## src/pkg/sto_pkg.sv

```systemverilog
// safe torque off sequencer constants: timing in microseconds and cycles
// assumes a 25 MHz core clock; all counts derived from the clock rate
package sto_pkg;
   // ***********************************************
   // clock
   // ***********************************************
   localparam int CLK_KHZ          = 25000;
   // ***********************************************
   // times in microseconds, as specified
   // ***********************************************
   localparam int DISCREP_US       = 100000; // tolerated channel mismatch
   localparam int OFF_MAX_US       = 5000;   // longest response to removal
   localparam int ON_MAX_US        = 1000;   // longest recognition of return
   localparam int ON_TYP_US        = 600;    // typical recognition of return
   localparam int SEQ_MAX_US       = 10000;  // internal sequence delay bound
   localparam int ENABLE_LOW_US    = 20000;  // enable low after restore, far
   localparam int PULSE_NOM_US     = 1000;   // test pulse ignored, nominal
   localparam int PULSE_LOW_US     = 500;    // test pulse at lowest supply
   localparam int PULSE_HIGH_US    = 1500;   // test pulse at highest supply
   localparam int STAGE_ON_US      = 6000;   // output stage after enable
   // ***********************************************
   // derived cycle counts
   // ***********************************************
   localparam int DISCREP_CYC  = DISCREP_US * (CLK_KHZ / 1000);
   localparam int PULSE_CYC    = PULSE_HIGH_US * (CLK_KHZ / 1000);
   localparam int ON_CYC       = ON_TYP_US * (CLK_KHZ / 1000);
   localparam int STAGE_ON_CYC = STAGE_ON_US * (CLK_KHZ / 1000);
   localparam int CNT_W        = 32;
   // ***********************************************
   // sequencer states
   // ***********************************************
   typedef enum logic [2:0] {
      sto_off_s,      // torque off, stage inactive
      sto_ready_s,    // channels present, waiting for enable
      sto_start_s,    // stage turning on
      sto_brake_on_s, // brake release delay, setpoint withheld
      sto_run_s,      // setpoint released
      sto_brake_off_s // brake switch-off delay
   } sto_state_t;
endpackage

```

## src/sto_sequencer.sv

```systemverilog
// safe torque off sequencer: filters both channels, checks discrepancy,
// sequences output stage, holding brake and setpoint release
// assumes channel and enable inputs already synchronous to core_clk
// Overview of operation
// - both channels are handled by identical logic, order irrelevant
// - mismatch up to 100 ms is tolerated, longer raises error
// - removal while output stage active raises error
// - output stage goes inactive within 5 ms of removal
// - channel return recognised within 1 ms, typically 0.6 ms
// - internal sequence adds at most 10 ms of delay
// - setpoint withheld until brake release delay elapsed
// - brake switch-off delay applied before stage disabled by enable drop
// - off-going test pulses up to 1.5 ms are ignored
// - output stage active about 6 ms after enable plus start delay
`timescale 1ns/1ps
module sto_sequencer #(
   parameter int DISCREP_CYC  = sto_pkg::DISCREP_CYC,
   parameter int PULSE_CYC    = sto_pkg::PULSE_CYC,
   parameter int ON_CYC       = sto_pkg::ON_CYC,
   parameter int STAGE_ON_CYC = sto_pkg::STAGE_ON_CYC
) (
   // clock and reset
   input  wire logic                     core_clk,
   input  wire logic                     resetn,
   // safety channels and enable
   input  wire logic                     torque_off_channel_a,
   input  wire logic                     torque_off_channel_b,
   input  wire logic                     drive_enable_input,
   // brake delays in cycles
   input  wire logic [sto_pkg::CNT_W-1:0] brake_release_cyc,
   input  wire logic [sto_pkg::CNT_W-1:0] brake_engage_cyc,
   // outputs
   output logic                          stage_active,
   output logic                          brake_released,
   output logic                          setpoint_enable,
   output logic                          discrepancy_error,
   output logic                          removal_error
);
   // ***********************************************
   // declarations
   // ***********************************************
   logic [1:0]                chan_in;
   logic [1:0]                chan_reg;
   logic [sto_pkg::CNT_W-1:0] flt_cnt_reg [2];
   logic [sto_pkg::CNT_W-1:0] disc_cnt_reg;
   logic [sto_pkg::CNT_W-1:0] seq_cnt_reg;
   sto_pkg::sto_state_t       state_reg;
   logic                      both_on;
   logic                      any_off;
   logic                      stage_reg;
   logic                      brake_reg;
   logic                      setp_reg;
   logic                      disc_err_reg;
   logic                      rem_err_reg;

   // limits cut to counter width once, so every compare is like for like
   localparam logic [sto_pkg::CNT_W-1:0] PULSE_LIM   =
      sto_pkg::CNT_W'(PULSE_CYC);
   localparam logic [sto_pkg::CNT_W-1:0] ON_LIM      =
      sto_pkg::CNT_W'(ON_CYC - 1);
   localparam logic [sto_pkg::CNT_W-1:0] STAGE_LIM   =
      sto_pkg::CNT_W'(STAGE_ON_CYC - 1);
   localparam logic [sto_pkg::CNT_W-1:0] DISCREP_LIM =
      sto_pkg::CNT_W'(DISCREP_CYC);

   // ***********************************************
   // helpers
   // ***********************************************
   // every delay in this block is a counter compared with its limit
   function automatic logic cnt_done(input logic [sto_pkg::CNT_W-1:0] cnt,
                                     input logic [sto_pkg::CNT_W-1:0] lim);
      return cnt >= lim;
   endfunction

   // states in which the output stage is powered
   function automatic logic stage_state(input sto_pkg::sto_state_t st);
      return st == sto_pkg::sto_brake_on_s ||
             st == sto_pkg::sto_run_s ||
             st == sto_pkg::sto_brake_off_s;
   endfunction

   // states in which the holding brake is held open
   function automatic logic brake_state(input sto_pkg::sto_state_t st);
      return st == sto_pkg::sto_brake_on_s || st == sto_pkg::sto_run_s;
   endfunction

   // ***********************************************
   // channel filters
   // ***********************************************
   assign chan_in = {torque_off_channel_b, torque_off_channel_a};

   // one loop body serves both channels, so neither one is favoured;
   // a low must outlast the longest test pulse before it is believed
   always_ff @(posedge core_clk or negedge resetn) begin
      if (!resetn) begin
         flt_cnt_reg[0] <= '0;
         flt_cnt_reg[1] <= '0;
         chan_reg       <= 2'h0;
      end else begin
         for (int i = 0; i < 2; i++) begin
            if (chan_in[i] == chan_reg[i]) begin
               flt_cnt_reg[i] <= '0;
            end else if (chan_reg[i] &&
                         cnt_done(flt_cnt_reg[i], PULSE_LIM)) begin
               chan_reg[i]    <= 1'b0;
               flt_cnt_reg[i] <= '0;
            end else if (!chan_reg[i] &&
                         cnt_done(flt_cnt_reg[i], ON_LIM)) begin
               chan_reg[i]    <= 1'b1;
               flt_cnt_reg[i] <= '0;
            end else begin
               flt_cnt_reg[i] <= flt_cnt_reg[i] + 1'b1;
            end
         end
      end
   end

   assign both_on = &chan_reg;
   assign any_off = ~both_on; // either channel removes torque

   // ***********************************************
   // discrepancy supervision
   // ***********************************************
   // continuous mismatch only; error sticky until reset since it is fatal
   always_ff @(posedge core_clk or negedge resetn) begin
      if (!resetn) begin
         disc_cnt_reg <= '0;
         disc_err_reg <= 1'b0;
      end else if (chan_reg[0] == chan_reg[1]) begin
         disc_cnt_reg <= '0;
      end else if (cnt_done(disc_cnt_reg, DISCREP_LIM)) begin
         disc_err_reg <= 1'b1;
      end else begin
         disc_cnt_reg <= disc_cnt_reg + 1'b1;
      end
   end

   // removal while stage live; sticky, cleared only by reset
   always_ff @(posedge core_clk or negedge resetn) begin
      if (!resetn) begin
         rem_err_reg <= 1'b0;
      end else if (any_off && stage_reg) begin
         rem_err_reg <= 1'b1;
      end
   end

   // ***********************************************
   // restart sequencer
   // ***********************************************
   // removal forces off in one cycle, well inside the sequence bound
   always_ff @(posedge core_clk or negedge resetn) begin
      if (!resetn) begin
         state_reg   <= sto_pkg::sto_off_s;
         seq_cnt_reg <= '0;
      end else if (any_off) begin
         state_reg   <= sto_pkg::sto_off_s;
         seq_cnt_reg <= '0;
      end else begin
         case (state_reg)
            sto_pkg::sto_off_s: begin
               // enable must drop first; relies on far side low time
               if (!drive_enable_input) begin
                  state_reg <= sto_pkg::sto_ready_s;
               end
            end
            sto_pkg::sto_ready_s: begin
               seq_cnt_reg <= '0;
               if (drive_enable_input) begin
                  state_reg <= sto_pkg::sto_start_s;
               end
            end
            sto_pkg::sto_start_s: begin
               if (!drive_enable_input) begin
                  state_reg <= sto_pkg::sto_ready_s;
               end else if (cnt_done(seq_cnt_reg, STAGE_LIM)) begin
                  state_reg   <= sto_pkg::sto_brake_on_s;
                  seq_cnt_reg <= '0;
               end else begin
                  seq_cnt_reg <= seq_cnt_reg + 1'b1;
               end
            end
            sto_pkg::sto_brake_on_s: begin
               if (!drive_enable_input) begin
                  state_reg   <= sto_pkg::sto_brake_off_s;
                  seq_cnt_reg <= '0;
               end else if (cnt_done(seq_cnt_reg, brake_release_cyc)) begin
                  state_reg <= sto_pkg::sto_run_s;
               end else begin
                  seq_cnt_reg <= seq_cnt_reg + 1'b1;
               end
            end
            sto_pkg::sto_run_s: begin
               if (!drive_enable_input) begin
                  state_reg   <= sto_pkg::sto_brake_off_s;
                  seq_cnt_reg <= '0;
               end
            end
            sto_pkg::sto_brake_off_s: begin
               if (cnt_done(seq_cnt_reg, brake_engage_cyc)) begin
                  state_reg   <= sto_pkg::sto_ready_s;
                  seq_cnt_reg <= '0;
               end else begin
                  seq_cnt_reg <= seq_cnt_reg + 1'b1;
               end
            end
            default: begin
               state_reg <= sto_pkg::sto_off_s;
            end
         endcase
      end
   end

   // registered outputs decoded from the current state view, masked by any_off
   always_ff @(posedge core_clk or negedge resetn) begin
      if (!resetn) begin
         stage_reg <= 1'b0;
         brake_reg <= 1'b0;
         setp_reg  <= 1'b0;
      end else begin
         stage_reg <= !any_off && stage_state(state_reg);
         brake_reg <= !any_off && brake_state(state_reg);
         setp_reg  <= !any_off && drive_enable_input &&
                      state_reg == sto_pkg::sto_run_s;
      end
   end

   // ports are the flip-flops themselves, no logic behind them
   assign stage_active      = stage_reg;
   assign brake_released    = brake_reg;
   assign setpoint_enable   = setp_reg;
   assign discrepancy_error = disc_err_reg;
   assign removal_error     = rem_err_reg;
endmodule

```

## config.mk

```make
export PLATFORM = sky130hd
export DESIGN_NAME = sto_sequencer
export DESIGN_NICKNAME = d
export VERILOG_FILES = /design/src/pkg/sto_pkg.sv /design/src/sto_sequencer.sv
export SDC_FILE = /design/constraint.sdc
export NUM_CORES = 1
export LEC_CHECK = 0
export BUFFER_PORTS_ARGS = -buffer_cell sky130_fd_sc_hd__buf_4
export CORE_MARGIN = 3
export CORE_UTILIZATION = 54
export CTS_CLUSTER_SIZE = 28
export DETAILED_ROUTE_END_ITERATION = 7
export PLACE_DENSITY = 0.7
export SYNTH_ARGS = -nofsm -noshare
export SYNTH_HDL_FRONTEND = slang
export SYNTH_SLANG_ARGS = --single-unit
```

## constraint.sdc

```tcl
create_clock -name core_clk -period 3.9 [get_ports core_clk]
set_clock_uncertainty 0.05 [all_clocks]
set_input_delay 0.78 -clock core_clk [delete_from_list [all_inputs] [get_ports core_clk]]
set_output_delay 0.78 -clock core_clk [all_outputs]
set_load 0.02 [all_outputs]
```

==> results of run 1 <==
## metal layers
metal	up-vias	part of all wire	track usage
li1	3317	-	-
met1	3082	0.48	0.312
met2	149	0.46	0.339
met3	26	0.041	0.0465
met4	0	0.018	0.0723
met5	-	0	0
## power breakdown
group	internal (mW)	total (mW)	leakage (nW)	switching, mW
sequential	1.46	1.48	1.85	0.0191
clock	1.02	1.67	0.293	0.650
combinational	0.103	0.234	2.79	0.131
total	2.58	3.38	4.93	0.800
## logic make-up after synthesis
| logic type | Yosys count | share of synthesized area |
|---|---|---|
| buffers and inverters | 113 | 0.0553 |
| adder cells (fa/ha/maj) | 72 | 0.110 |
| flip-flops | 138 | 0.423 |
| AND/OR/NAND/NOR | 350 | 0.218 |
| multiplexers | 8 | 0.00996 |
| other | 1 | 0.000459 |
| XOR/XNOR | 39 | 0.0418 |
| AO/OA/AOI/OAI | 162 | 0.141 |
## final timing paths
kind | cells past startpoint | startpoint | endpoint | slack (ps)
worst max-delay path | 10 | seq_cnt_reg[0] | seq_cnt_reg[23] | 590
worst min-delay path | 1 | resetn | flt_cnt_reg[34] | 300
worst max register to register | 10 | seq_cnt_reg[0] | seq_cnt_reg[23] | 590
worst min register to register | 1 | discrepancy_error | discrepancy_error | 410
max in group asynchronous | 2 | resetn | flt_cnt_reg[12] | 2630
min in group core_clk | 1 | discrepancy_error | discrepancy_error | 410
## cell usage in the layout, fill, tap and decap left out, drive strengths merged, types with 5 or more instances in the layout
cell type | netlist | routed
dfrtp | 138 | 138
inv | 93 | 98
nor2 | 84 | 84
buf | 7 | 84
ha | 72 | 72
nand2 | 71 | 71
nand3 | 47 | 47
conb | 1 | 32
a21oi | 30 | 30
and2 | 28 | 28
a21o | 25 | 25
nor4 | 25 | 25
o21ai | 23 | 23
nand4 | 22 | 22
xor2 | 20 | 20
xnor2 | 19 | 19
a22o | 17 | 17
clkbuf | 13 | 17
nor3 | 16 | 16
and3 | 11 | 11
nand2b | 10 | 10
o211ai | 10 | 10
a211oi | 8 | 8
mux2i | 7 | 7
nor2b | 7 | 7
and4 | 6 | 6
o21a | 6 | 6
o311ai | 6 | 6
a31oi | 5 | 5
or2 | 5 | 5
## per-stage QoR
stage | setup slack (ps) | util | cells
floorplan | 786 | - | 914
global placement | 291 | 0.618 | 1162
detailed placement | 209 | 0.618 | 1162
CTS | 607 | 0.660 | 1194
global route | 352 | 0.660 | 1194
finish | 586 | 0.660 | 1194
## layout make-up
| cell class | count | area [µm²] | share of cell area |
|---|---|---|---|
| inverter | 93 | 349 | 0.0361 |
| clock buffer | 17 | 425 | 0.0440 |
| sequential | 138 | 3450 | 0.357 |
| timing repair buffer | 84 | 647 | 0.0669 |
| tap | 184 | 230 | 0.0238 |
| clock inverter | 15 | 190 | 0.0197 |
| multi-input combinational | 663 | 4380 | 0.453 |
## critical path, delay by kind of cell (launching register included)
kind / cells / cell delay [ps]
adders and majority gates: 1 / 270
AOI/OAI and AO/OA: 6 / 2010
buffers and inverters: 1 / 90
and+or+nand+nor: 2 / 360
DFF: 1 / 410
==> insert_results.sql, run 1 <==
INSERT INTO impl_metrics (metric_group, metric, value, unit) VALUES
('placement', 'place.gp.congestion', '0.795', ''),
('critical_path', 'worstPathRequired', '4150', 'ps'),
('critical_path', 'critPathCaptureType', 'flip-flop', ''),
('route', 'drtIter0Drc', '346', ''),
('logic_synthesis', 'synth_edf_count', '0', ''),
('power', 'post-layout-total-power', '3.38', 'mW'),
('die', 'die_h', '129', 'µm'),
('job', 'maxCapViolCount', '0', ''),
('layout', 'fin_nets', '1138', ''),
('logic_synthesis', 'synthDominantAreaCellType', 'dfrtp_1', ''),
('power', 'power.leakage', '4.93', 'nW'),
('global_routing', 'globalRouteOverflowTotal', '0', ''),
('timing', 'setup_tns', '0', 'ps'),
('logic_synthesis', 'ys_seq_elements', '138', ''),
('logic_synthesis', 'synth-seq-area-share', '0.423', ''),
('global_routing', 'number_of_antenna_violations_at_the_first_check_in_global_routing', '0', ''),
('worst_hold_path', 'holdCritPathClass', 'in -> async', ''),
('clock_tree', 'cts.reportedPaths.clkPinSlew', '60', 'ps'),
('clock_tree', 'cts_setup_buffers', '0', ''),
('global_routing', 'grt_start_max_net_pins', '76', ''),
('route', 'drc', '0', ''),
('logic_synthesis', 'synth.area.top_cells', 'dfrtp_1 42%, ha_1 11%, inv_1 4.3%', ''),
('route', 'firstDrtPassIters', '6', ''),
('critical_path', 'crit_path_largest_cell_delay', '590', 'ps'),
('logic_synthesis', 'synth_ff_type', 'dfrtp_1', ''),
('global_routing', 'number_of_global_route_vias_before_repair', '6276', ''),
('logic_synthesis', 'number_of_different_library_cells_in_the_post_synthesis_netlist', '66', ''),
('layout', 'post_route_cells_drive_above_1_share', '0.126', ''),
('global_routing', 'first_pass_grt_wire_length', '29600', 'µm'),
('clock_tree', 'clockRootBuffer', 'clkbuf_16', ''),
('clock_tree', 'tritoncts', 'done', ''),
('layout', 'ant_diodes', '0', ''),
('power', 'ir_worst_vdd', '351', 'µV'),
('clock_tree', 'ctsResizeCount', '0', ''),
('clock_tree', 'cts_buffer_depth', '2', ''),
('critical_path', 'critPathArrivalTime', '3560', 'ps'),
('logic_synthesis', 'synthesis.instances', '883', ''),
('timing', 'grt_setup_unrepaired', 'false', ''),
('logic_synthesis', 'synth_top_area_frac', '0.423', ''),
('logic_synthesis', 'syn_area_per_cell', '9.24', 'µm²'),
('route', 'final_antenna_net_count', '0', ''),
('route', 'routed_wl', '17200', 'µm'),
('die', 'die_width', '129', 'µm'),
('route', 'num_vias', '6574', ''),
('timing', 'slew_headroom', '0.277', ''),
('timing', 'final.period_utilization', '0.850', ''),
('logic_synthesis', 'ys_async_sr_fraction', '1.00', ''),
('logic_synthesis', 'post-synth-top-count-cell', 'dfrtp_1', ''),
('layout', 'fin_area', '0.00967', 'mm²'),
('critical_path', 'timing.critical_path.slowest_stage_cell', 'a2111oi_0', ''),
('timing', 'final-max-slew-violation-count', '0', ''),
('critical_path', 'cp_max_fo', '13', ''),
('clock_tree', 'worst_skew_pair.late_latency', '420', 'ps'),
('clock_tree', 'cts_inserted_buffers', '17', ''),
('layout', 'max_reg_flops', '64', ''),
('critical_path', 'crit_chain', 'inv_1 -> ha_1 -> nand2b_1 -> a2111oi_0 -> or4_1 -> o211ai_2 -> a21oi_2 -> o311a_4 -> o21ai_1 -> o311ai_0', ''),
('route', 'viasPerCell', '5.51', ''),
('timing', 'final_period_minus_worst_setup_slack', '3310', 'ps'),
('clock_tree', 'ctsHoldBuffers', '0', ''),
('critical_path', 'start_kind', 'flip-flop', ''),
('critical_path', 'crit_type', 'reg -> reg', ''),
('route', 'detail_route.wl_per_cell', '14.4', 'µm'),
('timing', 'final-setup-viol-count', '0', ''),
('timing', 'hold_ws', '300', 'ps'),
('die', 'placeableCoreArea', '0.0146', 'mm²'),
('die', 'floorplan.initialDensity', '0.557', ''),
('timing', 'max_slew.worst_pin.slew', '1080', 'ps'),
('clock_tree', 'htreeDepth', '4', ''),
('outcome', 'outcome', 'finished, final reports clean', ''),
('layout', 'filler_cell_count', '1218', ''),
('die', 'dieArea', '0.0166', 'mm²');
Power figures use the tool's default switching activity.
==> run 2, diff against run 1 <==
clock period = 3.47 ns   (was 3.9 ns; I/O delays follow)
==> run 2 against run 1 <==
Worst hold slack lost 51 ps. Via count decreased by 0.37%. Combinational power up 15%. Wire length rose by 0.55%. Maximum frequency grew 6.6%. Register-to-register slack lost 220 ps. Power up 14%. Final area up 0.96%. Clock power grew 16%. Worst setup slack lost 220 ps. Critical path type unchanged. Critical endpoint is now seq_cnt_reg[16].
==> insert_results.sql, run 2 (synthesized netlist as in run 1, its figures left out) <==
INSERT INTO impl_metrics (metric_group, metric, value, unit) VALUES
('outcome', 'outcome', 'finished, final reports clean', ''),
('critical_path', 'critical-path-top-delay-family', 'compound AO/OA/AOI/OAI gates', ''),
('power', 'ir_worst_vdd', '379', 'µV'),
('power', 'post-layout-total-power', '3.87', 'mW'),
('route', 'viasPerCell', '5.46', ''),
('route', 'routed_wl', '17300', 'µm'),
('timing', 'slew_headroom', '0.318', ''),
('route', 'firstDrtPassIters', '5', ''),
('critical_path', 'crit_path_largest_cell_delay', '470', 'ps'),
('layout', 'synthToLayoutAreaGrowth', '19.6', '%'),
('critical_path', 'crit_chain', 'ha_1 -> nand4_1 -> nor4_1 -> a211oi_1 -> o211ai_1 -> a21oi_2 -> o311a_4 -> buf_4 -> a21o_1 -> a22o_1', ''),
('timing', 'final.period_utilization', '0.896', ''),
('die', 'die_h', '129', 'µm'),
('clock_tree', 'ctsResizeCount', '0', ''),
('clock_tree', 'htreeDepth', '4', ''),
('layout', 'layout.cells.most_common', 'dfrtp_1', ''),
('critical_path', 'critical_path_buf_inv_count', '1', ''),
('power', 'power.leakage', '4.98', 'nW'),
('placement', 'place.gp.congestion', '0.821', ''),
('clock_tree', 'cts_buffer_depth', '2', ''),
('route', 'final_antenna_net_count', '0', ''),
('clock_tree', 'worst_skew_pair.late_latency', '420', 'ps'),
('layout', 'max_reg_flops', '64', ''),
('critical_path', 'rr_worst_depth', '10', ''),
('die', 'floorplan.initialDensity', '0.557', ''),
('timing', 'final_period_minus_worst_setup_slack', '3110', 'ps'),
('global_routing', 'first_pass_grt_wire_length', '30200', 'µm'),
('clock_tree', 'ctsHoldBuffers', '0', ''),
('route', 'num_vias', '6550', ''),
('route', 'detail_route.wl_per_cell', '14.4', 'µm'),
('clock_tree', 'cts.reportedPaths.clkPinSlew', '60', 'ps'),
('layout', 'fin_nets', '1144', ''),
('critical_path', 'worst-r2r-setup-slack', '360', 'ps'),
('die', 'floorplan.io_pins', '74', ''),
('placement', 'port-buffer-count', '73', ''),
('worst_hold_path', 'holdCritPathClass', 'in -> async', ''),
('timing', 'final-max-slew-violation-count', '0', ''),
('timing', 'setup_tns', '0', 'ps'),
('critical_path', 'cp_max_fo', '19', ''),
('clock_tree', 'cts_inserted_buffers', '17', ''),
('route', 'drc', '0', ''),
('clock_tree', 'clockRootBuffer', 'clkbuf_16', ''),
('global_routing', 'number_of_global_route_vias_before_repair', '6463', ''),
('layout', 'post_route_cells_drive_above_1_share', '0.131', ''),
('layout', 'mostFrequentLayoutCells', '138 x dfrtp_1, 93 x inv_1, 86 x buf_4, 83 x nor2_1, 72 x ha_1', ''),
('layout', 'ant_diodes', '0', ''),
('timing', 'grt_setup_unrepaired', 'false', ''),
('critical_path', 'crit_type', 'reg -> reg', ''),
('critical_path', 'worst_r2r_endpoint', 'seq_cnt_reg[16]', ''),
('clock_tree', 'tritoncts', 'done', ''),
('global_routing', 'number_of_antenna_violations_at_the_first_check_in_global_routing', '0', ''),
('critical_path', 'critPathCaptureType', 'flip-flop', ''),
('job', 'maxCapViolCount', '0', ''),
('placement', 'place_hpwl', '12300', 'µm'),
('clock_tree', 'cts_setup_buffers', '0', ''),
('global_routing', 'grt_start_max_net_pins', '79', ''),
('global_routing', 'globalRouteOverflowTotal', '0', ''),
('critical_path', 'start_kind', 'flip-flop', ''),
('critical_path', 'critical_path.reg2reg.startpoint', 'seq_cnt_reg[29]', ''),
('timing', 'finalHoldViolations', '0', ''),
('global_routing', 'grt_util_all_layers', '0.222', ''),
('route', 'drtIter0Drc', '417', ''),
('timing', 'fmax', '0.322', 'GHz'),
('critical_path', 'timing.critical_path.slowest_stage_cell', 'dfrtp_1', ''),
('die', 'placeableCoreArea', '0.0146', 'mm²'),
('die', 'die_width', '129', 'µm'),
('timing', 'final-setup-viol-count', '0', ''),
('power', 'powerDensity', '396', 'mW/mm²'),
('critical_path', 'critPathArrivalTime', '3360', 'ps'),
('timing', 'max_slew.worst_pin.slew', '1020', 'ps'),
('timing', 'hold_ws', '249', 'ps'),
('critical_path', 'timing.critical_path.from', 'seq_cnt_reg[29]', ''),
('clock_tree', 'cts.sinks', '138', ''),
('die', 'std_cell_rows', '44', ''),
('die', 'dieArea', '0.0166', 'mm²'),
('critical_path', 'worstPathRequired', '3720', 'ps');
[run 2: worst max-delay path by stage]
stage / depth (start not counted) / endpoint
2_1_floorplan: 12 / seq_cnt_reg[10]
3_3_place_gp: 12 / seq_cnt_reg[4]
3_5_place_dp: 12 / seq_cnt_reg[4]
4_1_cts: 10 / seq_cnt_reg[16]
5_1_grt: 12 / seq_cnt_reg[17]
6_report: 10 / seq_cnt_reg[16]
[run 2: cell type report]
class,count,area (µm²)
clock inverters,15,213
flip-flops and latches,138,3450
repair buffers,90,717
clock buffers,17,425
well taps,184,230
fillers,1218,4880
multi-input cells,663,4380
inverters,93,349
[run 2: worst reg2reg max path, cell delays in order (launching register included)]
cell and delay, ps:
dfrtp_1 470, ha_1 330, nand4_1 170, nor4_1 470, a211oi_1 140, o211ai_1 180
a21oi_2 80, o311a_4 440, buf_4 230, a21o_1 190, a22o_1 230
[run 2: metal layers]
| layer | vias up | track usage | share of wire |
|---|---|---|---|
| met3 | 21 | 0.0428 | 0.040 |
| met2 | 139 | 0.357 | 0.47 |
| met1 | 3072 | 0.308 | 0.47 |
| met4 | 0 | 0.0661 | 0.015 |
| met5 | - | 0 | 0 |
| li1 | 3318 | - | - |
[run 2: stage by stage]
stage               worst slack (ps)  std cells   util  cell area, µm²
finish                           362       1200  0.667            9760
global route                     106       1200  0.667            9760
CTS                              396       1200  0.667            9760
detailed placement              76.5       1168  0.623            9130
global placement                 126       1168  0.623            9130
floorplan                        442        914      -            8280
[run 2: power breakdown]
group	switching, mW	internal, mW
Sequential	0.0210	1.64
Combinational	0.148	0.121
Clock	0.722	1.22
Total	0.891	2.98
